==> config.mk <==
export PLATFORM = sky130hd
export DESIGN_NAME = ati_teach
export DESIGN_NICKNAME = d
export VERILOG_FILES = /design/src/core/ati_pkg.sv /design/src/core/ati_flash.sv /design/src/core/ati_teach.sv
export SDC_FILE = /design/constraint.sdc
export NUM_CORES = 1
export LEC_CHECK = 0
export BUFFER_PORTS_ARGS = -buffer_cell sky130_fd_sc_hd__buf_2
export CAP_MARGIN = 40
export CORE_MARGIN = 2
export CORE_UTILIZATION = 61
export DETAILED_ROUTE_END_ITERATION = 8
export GPL_TIMING_DRIVEN = 0
export PLACE_DENSITY = 0.76
export SLEW_MARGIN = 20
export SYNTH_ARGS = -nofsm -noshare
export SYNTH_HDL_FRONTEND = slang
export SYNTH_SLANG_ARGS = --single-unit
==> constraint.sdc <==
create_clock -name ref_clk -period 28.2 [get_ports ref_clk]
set_clock_uncertainty 0.15 [all_clocks]
set_input_delay 8.46 -clock ref_clk [delete_from_list [all_inputs] [get_ports ref_clk]]
set_output_delay 8.46 -clock ref_clk [all_outputs]
set_load 0.005 [all_outputs]
==> src/core/ati_pkg.sv <==
/*
  Shared constants and types for the actuator teach-in block: identity width, variant codes,
  indicator modes, state encoding and every timing figure with its derived cycle count.
  Assumes a single 20 MHz clock; every cycle count except ATI_QPERIOD_CYC reaches the modules as an overridable parameter.
*/
package ati_pkg;

  localparam int ATI_ID_W = 32;
  localparam int ATI_HIST_N = 8;
  localparam logic [3:0] ATI_RELEARN_MAX = 4'h8;
  localparam logic [3:0] ATI_HIST_RST = 4'h0;

  // Product variant, strapped on the variant input.
  localparam logic [1:0] ATI_VAR_FREE = 2'h0;
  localparam logic [1:0] ATI_VAR_RELEARN = 2'h1;
  localparam logic [1:0] ATI_VAR_ONCE = 2'h2;

  // Gate indicator modes.
  localparam logic [1:0] ATI_FL_OFF = 2'h0;
  localparam logic [1:0] ATI_FL_ON = 2'h1;
  localparam logic [1:0] ATI_FL_SLOW = 2'h2;
  localparam logic [1:0] ATI_FL_QUICK = 2'h3;

  typedef enum logic [1:0] {ATI_BOOT, ATI_IDLE, ATI_DWELL, ATI_WINDOW} ati_state_t;

  localparam longint unsigned ATI_CLK_HZ = 20_000_000;
  localparam longint unsigned ATI_DWELL_S = 20;
  localparam longint unsigned ATI_WINDOW_S = 120;
  localparam longint unsigned ATI_SLOW_ON_MS = 500;
  localparam longint unsigned ATI_SLOW_OFF_MS = 500;
  localparam longint unsigned ATI_QUICK_ON_MS = 50;
  localparam longint unsigned ATI_QUICK_OFF_MS = 950;

  localparam longint unsigned ATI_DWELL_CYC = ATI_DWELL_S * ATI_CLK_HZ;
  localparam longint unsigned ATI_WINDOW_CYC = ATI_WINDOW_S * ATI_CLK_HZ;
  localparam longint unsigned ATI_SLOW_ON_CYC = ATI_SLOW_ON_MS * ATI_CLK_HZ / 1000;
  localparam longint unsigned ATI_QUICK_ON_CYC = ATI_QUICK_ON_MS * ATI_CLK_HZ / 1000;
  localparam longint unsigned ATI_PERIOD_CYC = (ATI_SLOW_ON_MS + ATI_SLOW_OFF_MS) * ATI_CLK_HZ / 1000;
  localparam longint unsigned ATI_QPERIOD_CYC = (ATI_QUICK_ON_MS + ATI_QUICK_OFF_MS) * ATI_CLK_HZ / 1000;

endpackage

==> src/core/ati_flash.sv <==
/*
  Gate indicator pattern generator: off, steady, slow flash or quick flash, both flashes with a
  one-second period that restarts with the on phase whenever the requested mode changes.
  Assumes the mode input comes from a flip-flop of the same clock domain.
*/
`timescale 1ns/10ps
module ati_flash
  import ati_pkg::*;
#(
  parameter logic [24:0] PERIOD_CYC = 25'(ATI_PERIOD_CYC),
  parameter logic [24:0] SLOW_ON_CYC = 25'(ATI_SLOW_ON_CYC),
  parameter logic [24:0] QUICK_ON_CYC = 25'(ATI_QUICK_ON_CYC)
)
(
  input wire logic ref_clk,
  input wire logic rst_n,
  input wire logic [1:0] mode,
  output logic led
);

  typedef struct packed {
    logic [1:0] mode;
    logic [24:0] cnt;
    logic led;
  } ati_flash_st_t;

  ati_flash_st_t q;
  ati_flash_st_t d;

  always_comb
  begin
    d = q;
    d.mode = mode;
    if (mode != q.mode || q.cnt == PERIOD_CYC - 25'h1)
    begin
      d.cnt = 25'h0;
    end
    else
    begin
      d.cnt = q.cnt + 25'h1;
    end
    case (d.mode)
      ATI_FL_ON: d.led = 1'b1;
      ATI_FL_SLOW: d.led = d.cnt < SLOW_ON_CYC; // [RL12]
      ATI_FL_QUICK: d.led = d.cnt < QUICK_ON_CYC; // [RL13]
      default: d.led = 1'b0;
    endcase
  end

  always_ff @(posedge ref_clk)
  begin
    if (!rst_n)
    begin
      q <= '{mode: ATI_FL_OFF, cnt: 25'h0, led: 1'b0};
    end
    else
    begin
      q <= d;
    end
  end

  assign led = q.led;
endmodule

==> src/core/ati_teach.sv <==
/*
  Actuator teach-in control of a transponder safety switch: acceptance per variant, automatic
  first learn, the timed relearn sequence with its supply-cycle confirmation, and the history of
  replaced actuators. The learned identity, relearn budget, history and pending confirmation
  model non-volatile memory: rst_n (power-on) leaves them alone; factory_clr initialises them.
  Assumes act_present and act_id are synchronous to ref_clk and that variant is a static strap.
*/
`timescale 1ns/10ps
// Contract
// [RL1] Unrestricted variant accepts any compatible actuator in range, no learning.
// [RL2] Learning variants store the first detected actuator when none is learned.
// [RL3] Relearnable variant counts remaining relearns, at most eight over life.
// [RL4] During relearn the new actuator is the only transponder in range.
// [RL5] New unlearned actuator detected: gate indicator flashes yellow slowly.
// [RL6] After 20 s continuous detection, switch to quick flash and open window.
// [RL7] Operator confirms by interrupting supply within 120 s of quick flash.
// [RL8] Next power-up adopts the new actuator and decrements the count by one.
// [RL9] Actuator stays in range until the confirming power-up completes.
// [RL10] A previously learned, since replaced actuator can never be relearned.
// [RL11] Single-learn variant refuses any other actuator after the first.
// [RL12] Slow flash is 500 ms on, 500 ms off.
// [RL13] Quick flash is 50 ms on, 950 ms off.
// [RL14] Leaving range, window expiry or zero budget abandons relearn, keeps old.
module ati_teach
  import ati_pkg::*;
#(
  parameter logic [31:0] DWELL_CYC = 32'(ATI_DWELL_CYC),
  parameter logic [31:0] WINDOW_CYC = 32'(ATI_WINDOW_CYC),
  parameter logic [24:0] PERIOD_CYC = 25'(ATI_PERIOD_CYC),
  parameter logic [24:0] SLOW_ON_CYC = 25'(ATI_SLOW_ON_CYC),
  parameter logic [24:0] QUICK_ON_CYC = 25'(ATI_QUICK_ON_CYC)
)
(
  input wire logic ref_clk,
  input wire logic rst_n,
  input wire logic [1:0] variant,
  input wire logic factory_clr,
  input wire logic act_present,
  input wire logic [ATI_ID_W-1:0] act_id,
  output logic act_valid,
  output logic gate_led,
  output logic teach_busy,
  output logic [3:0] relearn_left
);

  typedef struct packed {
    ati_state_t state;
    logic [31:0] timer;
    logic [ATI_ID_W-1:0] cand_id;
    logic valid;
    logic [1:0] led_mode;
    logic busy;
    logic [3:0] left_out;
    logic learned;
    logic [ATI_ID_W-1:0] learned_id;
    logic [3:0] left;
    logic [3:0] hist_n;
    logic [ATI_HIST_N-1:0][ATI_ID_W-1:0] hist;
    logic pend;
    logic [ATI_ID_W-1:0] pend_id;
  } ati_teach_st_t;

  ati_teach_st_t q;
  ati_teach_st_t d;
  logic hit_hist;
  logic known;
  logic cand_ok;

  function automatic logic ati_in_hist(input logic [ATI_ID_W-1:0] id,
                                       input logic [ATI_HIST_N-1:0][ATI_ID_W-1:0] hist,
                                       input logic [3:0] n);
    logic found;
    found = 1'b0;
    for (int i = 0; i < ATI_HIST_N; i++)
    begin
      if (4'(i) < n && hist[i] == id)
      begin
        found = 1'b1;
      end
    end
    return found;
  endfunction

  assign hit_hist = ati_in_hist(act_id, q.hist, q.hist_n);
  assign known = q.learned && act_id == q.learned_id;
  assign cand_ok = act_present && act_id == q.cand_id;

  always_comb
  begin
    d = q;
    d.valid = 1'b0;
    case (q.state)
      ATI_BOOT:
      begin
        // The pending confirmation is consumed by this power-up whether or not it adopts.
        if (q.pend && variant == ATI_VAR_RELEARN && act_present && act_id == q.pend_id
            && q.left != 4'h0 && q.hist_n < 4'(ATI_HIST_N))
        begin
          d.hist[q.hist_n[2:0]] = q.learned_id; // [RL10]
          d.hist_n = q.hist_n + 4'h1;
          d.learned_id = q.pend_id; // [RL8]
          d.left = q.left - 4'h1; // [RL8] [RL3]
        end
        d.pend = 1'b0; // [RL9] [RL14]
        d.state = ATI_IDLE;
      end
      ATI_IDLE:
      begin
        d.valid = act_present && (variant == ATI_VAR_FREE || known); // [RL1]
        if (variant != ATI_VAR_FREE && act_present && !q.learned && !hit_hist)
        begin
          d.learned = 1'b1; // [RL2]
          d.learned_id = act_id; // [RL2]
        end
        else if (variant == ATI_VAR_RELEARN && act_present && q.learned && !known && !hit_hist
                 && q.left != 4'h0)
        begin
          // Refusing ids in the history and a spent budget keeps the old actuator. [RL10] [RL14] [RL11]
          d.state = ATI_DWELL; // [RL5]
          d.cand_id = act_id;
          d.timer = 32'h0;
        end
      end
      ATI_DWELL:
      begin
        // A second transponder shows as a changed id and abandons the sequence to idle. [RL4]
        if (!cand_ok)
        begin
          d.state = ATI_IDLE; // [RL14]
        end
        else if (q.timer == DWELL_CYC - 32'h1)
        begin
          d.state = ATI_WINDOW; // [RL6]
          d.timer = 32'h0;
          d.pend = 1'b1; // [RL6] [RL7]
          d.pend_id = q.cand_id;
        end
        else
        begin
          d.timer = q.timer + 32'h1;
        end
      end
      ATI_WINDOW:
      begin
        if (!cand_ok || q.timer == WINDOW_CYC - 32'h1)
        begin
          d.state = ATI_IDLE; // [RL14]
          d.pend = 1'b0; // [RL14] [RL7]
        end
        else
        begin
          d.timer = q.timer + 32'h1;
        end
      end
      default:
      begin
        d.state = ATI_BOOT;
      end
    endcase
    if (factory_clr)
    begin
      d.state = ATI_IDLE;
      d.learned = 1'b0;
      d.learned_id = '0;
      d.left = ATI_RELEARN_MAX; // [RL3]
      d.hist_n = ATI_HIST_RST;
      d.hist = '0;
      d.pend = 1'b0;
      d.pend_id = '0;
      d.valid = 1'b0;
    end
    d.busy = d.state == ATI_DWELL || d.state == ATI_WINDOW;
    d.left_out = d.left;
    case (d.state)
      ATI_DWELL: d.led_mode = ATI_FL_SLOW; // [RL5]
      ATI_WINDOW: d.led_mode = ATI_FL_QUICK; // [RL6]
      default: d.led_mode = act_present ? ATI_FL_ON : ATI_FL_OFF;
    endcase
  end

  // Retained fields are deliberately kept through rst_n, as a supply cycle would keep them.
  always_ff @(posedge ref_clk)
  begin
    if (!rst_n)
    begin
      q.state <= ATI_BOOT;
      q.timer <= 32'h0;
      q.cand_id <= '0;
      q.valid <= 1'b0;
      q.led_mode <= ATI_FL_OFF;
      q.busy <= 1'b0;
      q.left_out <= 4'h0;
    end
    else
    begin
      q <= d;
    end
  end

  ati_flash #(
    .PERIOD_CYC(PERIOD_CYC),
    .SLOW_ON_CYC(SLOW_ON_CYC),
    .QUICK_ON_CYC(QUICK_ON_CYC)
  ) u_flash (
    .ref_clk(ref_clk),
    .rst_n(rst_n),
    .mode(q.led_mode),
    .led(gate_led)
  );

  assign act_valid = q.valid;
  assign teach_busy = q.busy;
  assign relearn_left = q.left_out;
endmodule

==> reports/results.ini, run 1 <==
[run_status]
status=completed

[critical_path]
cp-end-kind=flip-flop
crit_required_ns=28.57
crit_path_cell_trace=buf_2, buf_4, inv_2, o22ai_1, a2111oi_0, nand4_1, o2111ai_1, or3_1, o21ai_1, buf_2, nand4_1, a21oi_1
crit_arrival_ns=11.96
crit_path_top_delay_cell=o21ai_1
max_stage_delay_ns=0.74
startpoint_type=input port
cp_max_fo=10
worst-r2r-cell-count=11
crit_type=input port to flip-flop

[die]
dieArea_mm2=0.0409
die_h_um=202
initial_core_util_pct=61.8
ios=45
die_w_um=202
core_area_mm2=0.0387
rows=72

[logic_synthesis]
syn_area_mm2=0.0239
synth-seq-cells=431
yosysTopAreaCellShare_pct=41.4
synth.avg_cell_area_um2=9.50
synth_enable_flop_cells=330
synth_common_cells=566 x nand2_1, 330 x edfxtp_1, 294 x a21oi_1
synthArstFlopShare_pct=0
ys.flop_type=edfxtp_1
yosysWarnings=0
synth_most_common_cell=nand2_1
synth_cell_types=68
synth_nets=2564
yosys.area.top_type=edfxtp_1
ys_seq_area_share_pct=49.8
yosys-top-cells-area=edfxtp_1 41%, xnor2_1 10%, nand2_1 8.9%
netlist_instances=2520

[placement]
gp_congestion=0.967
port-buffer-count=13
dp_hpwl_mm=52.2

[clocking]
cts.sinks=431
htreeDepth=2
cts_hold_buf=0
clock-root-buffer=clkbuf_16
cts_tree=yes
cts_resized=0
ctsLongestPathBuffers=3
cts.clk_slew.worst_paths_ns=0.06
cts_setup_buffers=0
worstSkewPairLatency_ns=0.60
cts_buffers=47

[pwr]
p_int_mw=1.10
p_sw_share_pct=24.8
powerDensity_mw_per_mm2=55.2
p_leak_nw=9.26
p_sw_mw=0.362
ir_worst_vdd_mv=0.0500
pwr-share-comb_pct=9.4
pwr-share-seq_pct=48.5
power_frac_clock_pct=42.1

[sta]
worst_pin_slew_ns=0.929
period_needed_ns=11.60
max_freq_mhz=86.2
hold_slack_ns=0.349
post-route-period-util_pct=41.1
setup_viol=0
tns_ns=0
slew_headroom_pct=37.6
hold_viol_final=0
rsz0062_at_grt=no
finalMaxSlewViolations=0

[min_path]
min_delay_path_depth=1
worstHoldPathType=flip-flop to flip-flop

[route]
drt-initial-drc-count=3319
wl_mm=78.8
drcViolationCount=0
num_vias=20300
wl_per_cell_um=25.0
dr.pass1.iters=6
ant_nets=0
viasPerCell=6.42

[global_routing]
antenna_found_initial=0
grt_pass1_wl_mm=117
grt_max_degree=30
grt_pass1_vias=19000
grt.total_usage_pct=38.4
gr-total-overflow=0

[finish]
nets=2645
area_growth_syn_to_layout_pct=10.7
drive_gt1_share_pct=8.57
antenna_cells=0

[flow_run]
drv_cap=0

final timing paths:
path	start	endpoint	slack [ns]
worst max-delay path	act_id[23]	q[394]$_SDFFE_PN0P_	16.60
worst min-delay path	u_flash.q[1]$_SDFF_PP0_	u_flash.q[1]$_SDFF_PP0_	0.35
worst max register to register	q[315]$_SDFFCE_PP0P_	q[394]$_SDFFE_PN0P_	24.25
worst min register to register	u_flash.q[1]$_SDFF_PP0_	u_flash.q[1]$_SDFF_PP0_	0.35
layout by cell type (no fill, tap or decap), types with 8 or more instances in the layout:
cell and count:
clkbuf_8 8, xor2_1 101, xnor2_1 276, nor3_1 34
a21oi_1 294, mux2i_1 33, nor2b_1 37, or4_1 13
inv_1 17, nand4_1 94, o21a_1 10, a22o_1 32
nor2_1 108, o21ai_0 28, nor4_1 44, a31oi_1 8
and2_1 8, clkbuf_1 136, and3_1 12, dfxtp_1 101
nand3_1 30, nand2_1 566, clkbuf_16 49, o31ai_1 8
or3_1 12, buf_6 27, edfxtp_1 330, buf_2 80
buf_4 23
power by group through the flow:
stage	Sequential [mW]	Combinational, mW	Clock (mW)
floorplan	0.726	0.0840	0
global placement	0.732	0.125	0
detailed placement	0.722	0.132	0
CTS	0.709	0.133	0.615
global route	0.711	0.143	0.639
finish	0.709	0.138	0.616
worst max-delay path: cells and delay by family:
kind / cells / cell delay (ns)
and+or+nand+nor: 3 / 0.93
buffers and inverters: 4 / 1.07
AOI/OAI and AO/OA: 5 / 1.49
logic make-up (layout without fill, tap and decap cells):
logic type / after synthesis / after routing / share of synthesized area, %
xor+xnor: 377 / 377 / 13.8
compound gates: 413 / 413 / 9.87
mux: 34 / 34 / 1.43
flops: 431 / 431 / 49.8
buf+inv: 256 / 372 / 5.55
fa+ha+maj: 6 / 6 / 0.313
simple gates: 1003 / 1003 / 19.2
sequential cells by signal, summed over array words and instances, names as in the netlist:
name          cells
u_flash.led       1
u_flash.q        27
relearn_left      4
act_valid         1
q               398
metal layers:
metal  up-vias  track usage (%)  wire, µm
met3       304             9.19     11000
met5         -                0         0
met4         0             23.8      5790
met1      9603             52.5     28900
li1       8880                -         -
met2      1463             55.5     33100
stage by stage:
stage               util [%]  setup WS, ns  power, mW  instances  area [µm²]
global placement        63.7          1.08      0.857       3051       24700
global route            68.4         16.52       1.49       3154       26500
CTS                     68.4         16.76       1.46       3151       26500
floorplan                  -          6.54      0.810       2520       23900
finish                  68.4         16.60       1.46       3154       26500
detailed placement      64.5         16.14      0.855       3067       25000
area by class of cell:
type	count	area, µm²
Buffer	236	1250
Sequential cell	431	11900
Multi-Input combinational cell	1833	10700
Fill cell	3100	12200
Clock buffer	72	1390
Timing Repair Buffer	32	400
Inverter	20	75.1
Clock inverter	12	104
Tap cell	518	648
No activity file was read; power rests on OpenSTA's default activity.
==> run 2: changes to the inputs <==
Settings changed: CORE_UTILIZATION 61 to 58, PLACE_DENSITY 0.76 to 0.75.
Clock period 28.2 ns to 10.05 ns, I/O delays scaled along.
==> reports/results.ini, run 2 (synthesis gave the netlist of run 1 again) <==
[flow_run]
drv_cap=0  ; unchanged

[die]
initial_core_util_pct=58.6  ; was 61.8%
die_w_um=207  ; was 202 µm
core_area_mm2=0.0408  ; was 0.0387 mm²
dieArea_mm2=0.0429  ; was 0.0409 mm²
ios=45  ; unchanged
die_h_um=207  ; was 202 µm
rows=74  ; was 72

[clocking]
cts_setup_buffers=0  ; unchanged
clock-root-buffer=clkbuf_16  ; unchanged
cts_hold_buf=0  ; unchanged
htreeDepth=2  ; unchanged
cts.sinks=431  ; unchanged
cts_tree=yes  ; unchanged
ctsLongestPathBuffers=3  ; unchanged
cts_resized=0  ; unchanged
cts_buffers=47  ; unchanged
worstSkewPairLatency_ns=0.63  ; was 0.60 ns
cts.clk_slew.worst_paths_ns=0.06  ; about the same

[finish]
nets=2642  ; was 2645
multiInputGateArea_mm2=0.0107  ; unchanged
utilization_pct=65.2  ; was 68.4%
top_register=q  ; unchanged
drive_gt1_share_pct=8.68  ; was 8.57%
final-seq-area_mm2=0.0119  ; unchanged
fin_area_mm2=0.0266  ; was 0.0265 mm²
finalNonFillerCells=3169  ; was 3154
final_cell_mix=566 x nand2_1, 330 x edfxtp_1, 294 x a21oi_1  ; unchanged
fillCellCount=3176  ; was 3100
layout_commonest_cell=nand2_1  ; unchanged
antenna_cells=0  ; unchanged
area_growth_syn_to_layout_pct=11.2  ; was 10.7%
largest_register_ffs=398  ; unchanged

[sta]
timing.final.ws_setup_ns=3.81  ; was 16.60 ns
post-route-period-util_pct=62.0
max_freq_mhz=160
finalMaxSlewViolations=0  ; unchanged
hold_viol_final=0  ; unchanged
rsz0062_at_grt=no  ; unchanged
slew_headroom_pct=41.8  ; was 37.6%
tns_ns=0  ; unchanged
period_needed_ns=6.24
hold_slack_ns=0.334  ; was 0.349 ns
setup_viol=0  ; unchanged
worst_pin_slew_ns=0.873  ; was 0.929 ns

[placement]
place_area_mm2=0.0250  ; about the same
port-buffer-count=13  ; unchanged
dp_hpwl_mm=54.1  ; was 52.2 mm
gp_congestion=0.952  ; was 0.967
dpl_worst_slack_ns=2.96  ; was 16.14 ns
dp.cells=3078  ; was 3067

[pwr]
ir_worst_vdd_mv=0.152  ; was 0.0500 mV
pwr-share-comb_pct=9.2  ; was 9.4%
powerDensity_mw_per_mm2=159  ; was 55.2 mW/mm²
p_sw_share_pct=24.8  ; about the same
pwr-share-seq_pct=47.1  ; was 48.5%
p_leak_nw=9.30  ; was 9.26 nW
p_sw_mw=1.05  ; was 0.362 mW
power_frac_clock_pct=43.7  ; was 42.1%
p_int_mw=3.18  ; was 1.10 mW
p_total_mw=4.23  ; was 1.46 mW

[critical_path]
critPathBufInv=5  ; was 4
crit_arrival_ns=6.56  ; was 11.96 ns
crit_path_top_delay_cell=nor4_1  ; was o21ai_1
path_common_cell=nor4_1
startpoint_type=input port  ; unchanged
crit_required_ns=10.37  ; was 28.57 ns
crit_type=input port to flip-flop  ; unchanged
cp-end-kind=flip-flop  ; unchanged
critical-path-top-delay-family=simple AND/OR/NAND/NOR gates  ; was compound AO/OA/AOI/OAI gates
max_stage_delay_ns=0.65  ; was 0.74 ns
cp_max_fo=10  ; unchanged
crit_path_cell_trace=buf_2, buf_4, xnor2_1, nand4_1, nor4_1, nand4_1, nor4_1, o32a_1, o21a_1, buf_6, buf_6, buf_2, nor4_1, o21a_1  ; was buf_2, buf_4, inv_2, o22ai_1, a2111oi_0, nand4_1, o2111ai_1, or3_1, o21ai_1, buf_2, nand4_1, a21oi_1

[route]
drt-initial-drc-count=2888  ; was 3319
wl_per_cell_um=25.2  ; was 25.0 µm
dr.pass1.iters=6  ; unchanged
drcViolationCount=0  ; unchanged
ant_nets=0  ; unchanged
viasPerCell=6.30  ; was 6.42
num_vias=20000  ; was 20300
wl_mm=79.9  ; was 78.8 mm

[global_routing]
grt.total_usage_pct=36.4  ; was 38.4%
gr-total-overflow=0  ; unchanged
grt_pass1_vias=18800  ; was 19000
grt_max_degree=33  ; was 30
grt_pass1_wl_mm=117  ; about the same
antenna_found_initial=2  ; was 0

[min_path]
worstHoldPathType=flip-flop to flip-flop  ; unchanged

[run_status]
status=completed  ; unchanged

[run 2: metal layers]
layer	routed length (µm)	up-vias	GRT usage [%]	part of all wire (%)
li1	-	8881	-	-
met1	28400	9378	45.7	36
met2	35200	1376	55.7	44
met3	10600	331	10.6	13
met4	5710	4	22.0	7.1
met5	26	-	0	0.033
[run 2: power groups by stage]
stage	sequential, mW	combinational, mW	clock, mW
after floorplan	2.02	0.236	0
after global placement	2.03	0.354	0
after detailed placement	2.03	0.373	0
after CTS	1.99	0.375	1.84
after global routing	2.00	0.402	1.91
final	1.99	0.388	1.85
[run 2: area by class of cell]
class / instances / area share [%]
Buffer: 236 / 4.71
Clock buffer: 59 / 4.86
Clock inverter: 29 / 1.23
Inverter: 20 / 0.282
Multi-Input combinational cell: 1833 / 40.2
Sequential cell: 431 / 44.8
Tap cell: 532 / 2.50
Timing Repair Buffer: 29 / 1.45
[run 2: worst register-to-register path, delay by kind of cell (launching register included)]
kind                      cells  cell delay [ns]
and+or+nand+nor               6             1.42
AOI/OAI and AO/OA             2             0.89
buffers and inverters         2             0.86
xor gates and xnor gates      1             0.23
DFF                           1             0.32
[run 2: final timing paths]
kind	depth (start not counted)	from	slack, ns	endpoint
worst max register to register	11	q[313]$_SDFFCE_PP0P_	6.09	q[388]$_SDFFE_PN0P_
worst max-delay path	14	act_id[19]	3.81	q[377]$_SDFFE_PN0P_
worst min-delay path	1	u_flash.q[1]$_SDFF_PP0_	0.33	u_flash.q[1]$_SDFF_PP0_
worst min register to register	1	u_flash.q[1]$_SDFF_PP0_	0.33	u_flash.q[1]$_SDFF_PP0_
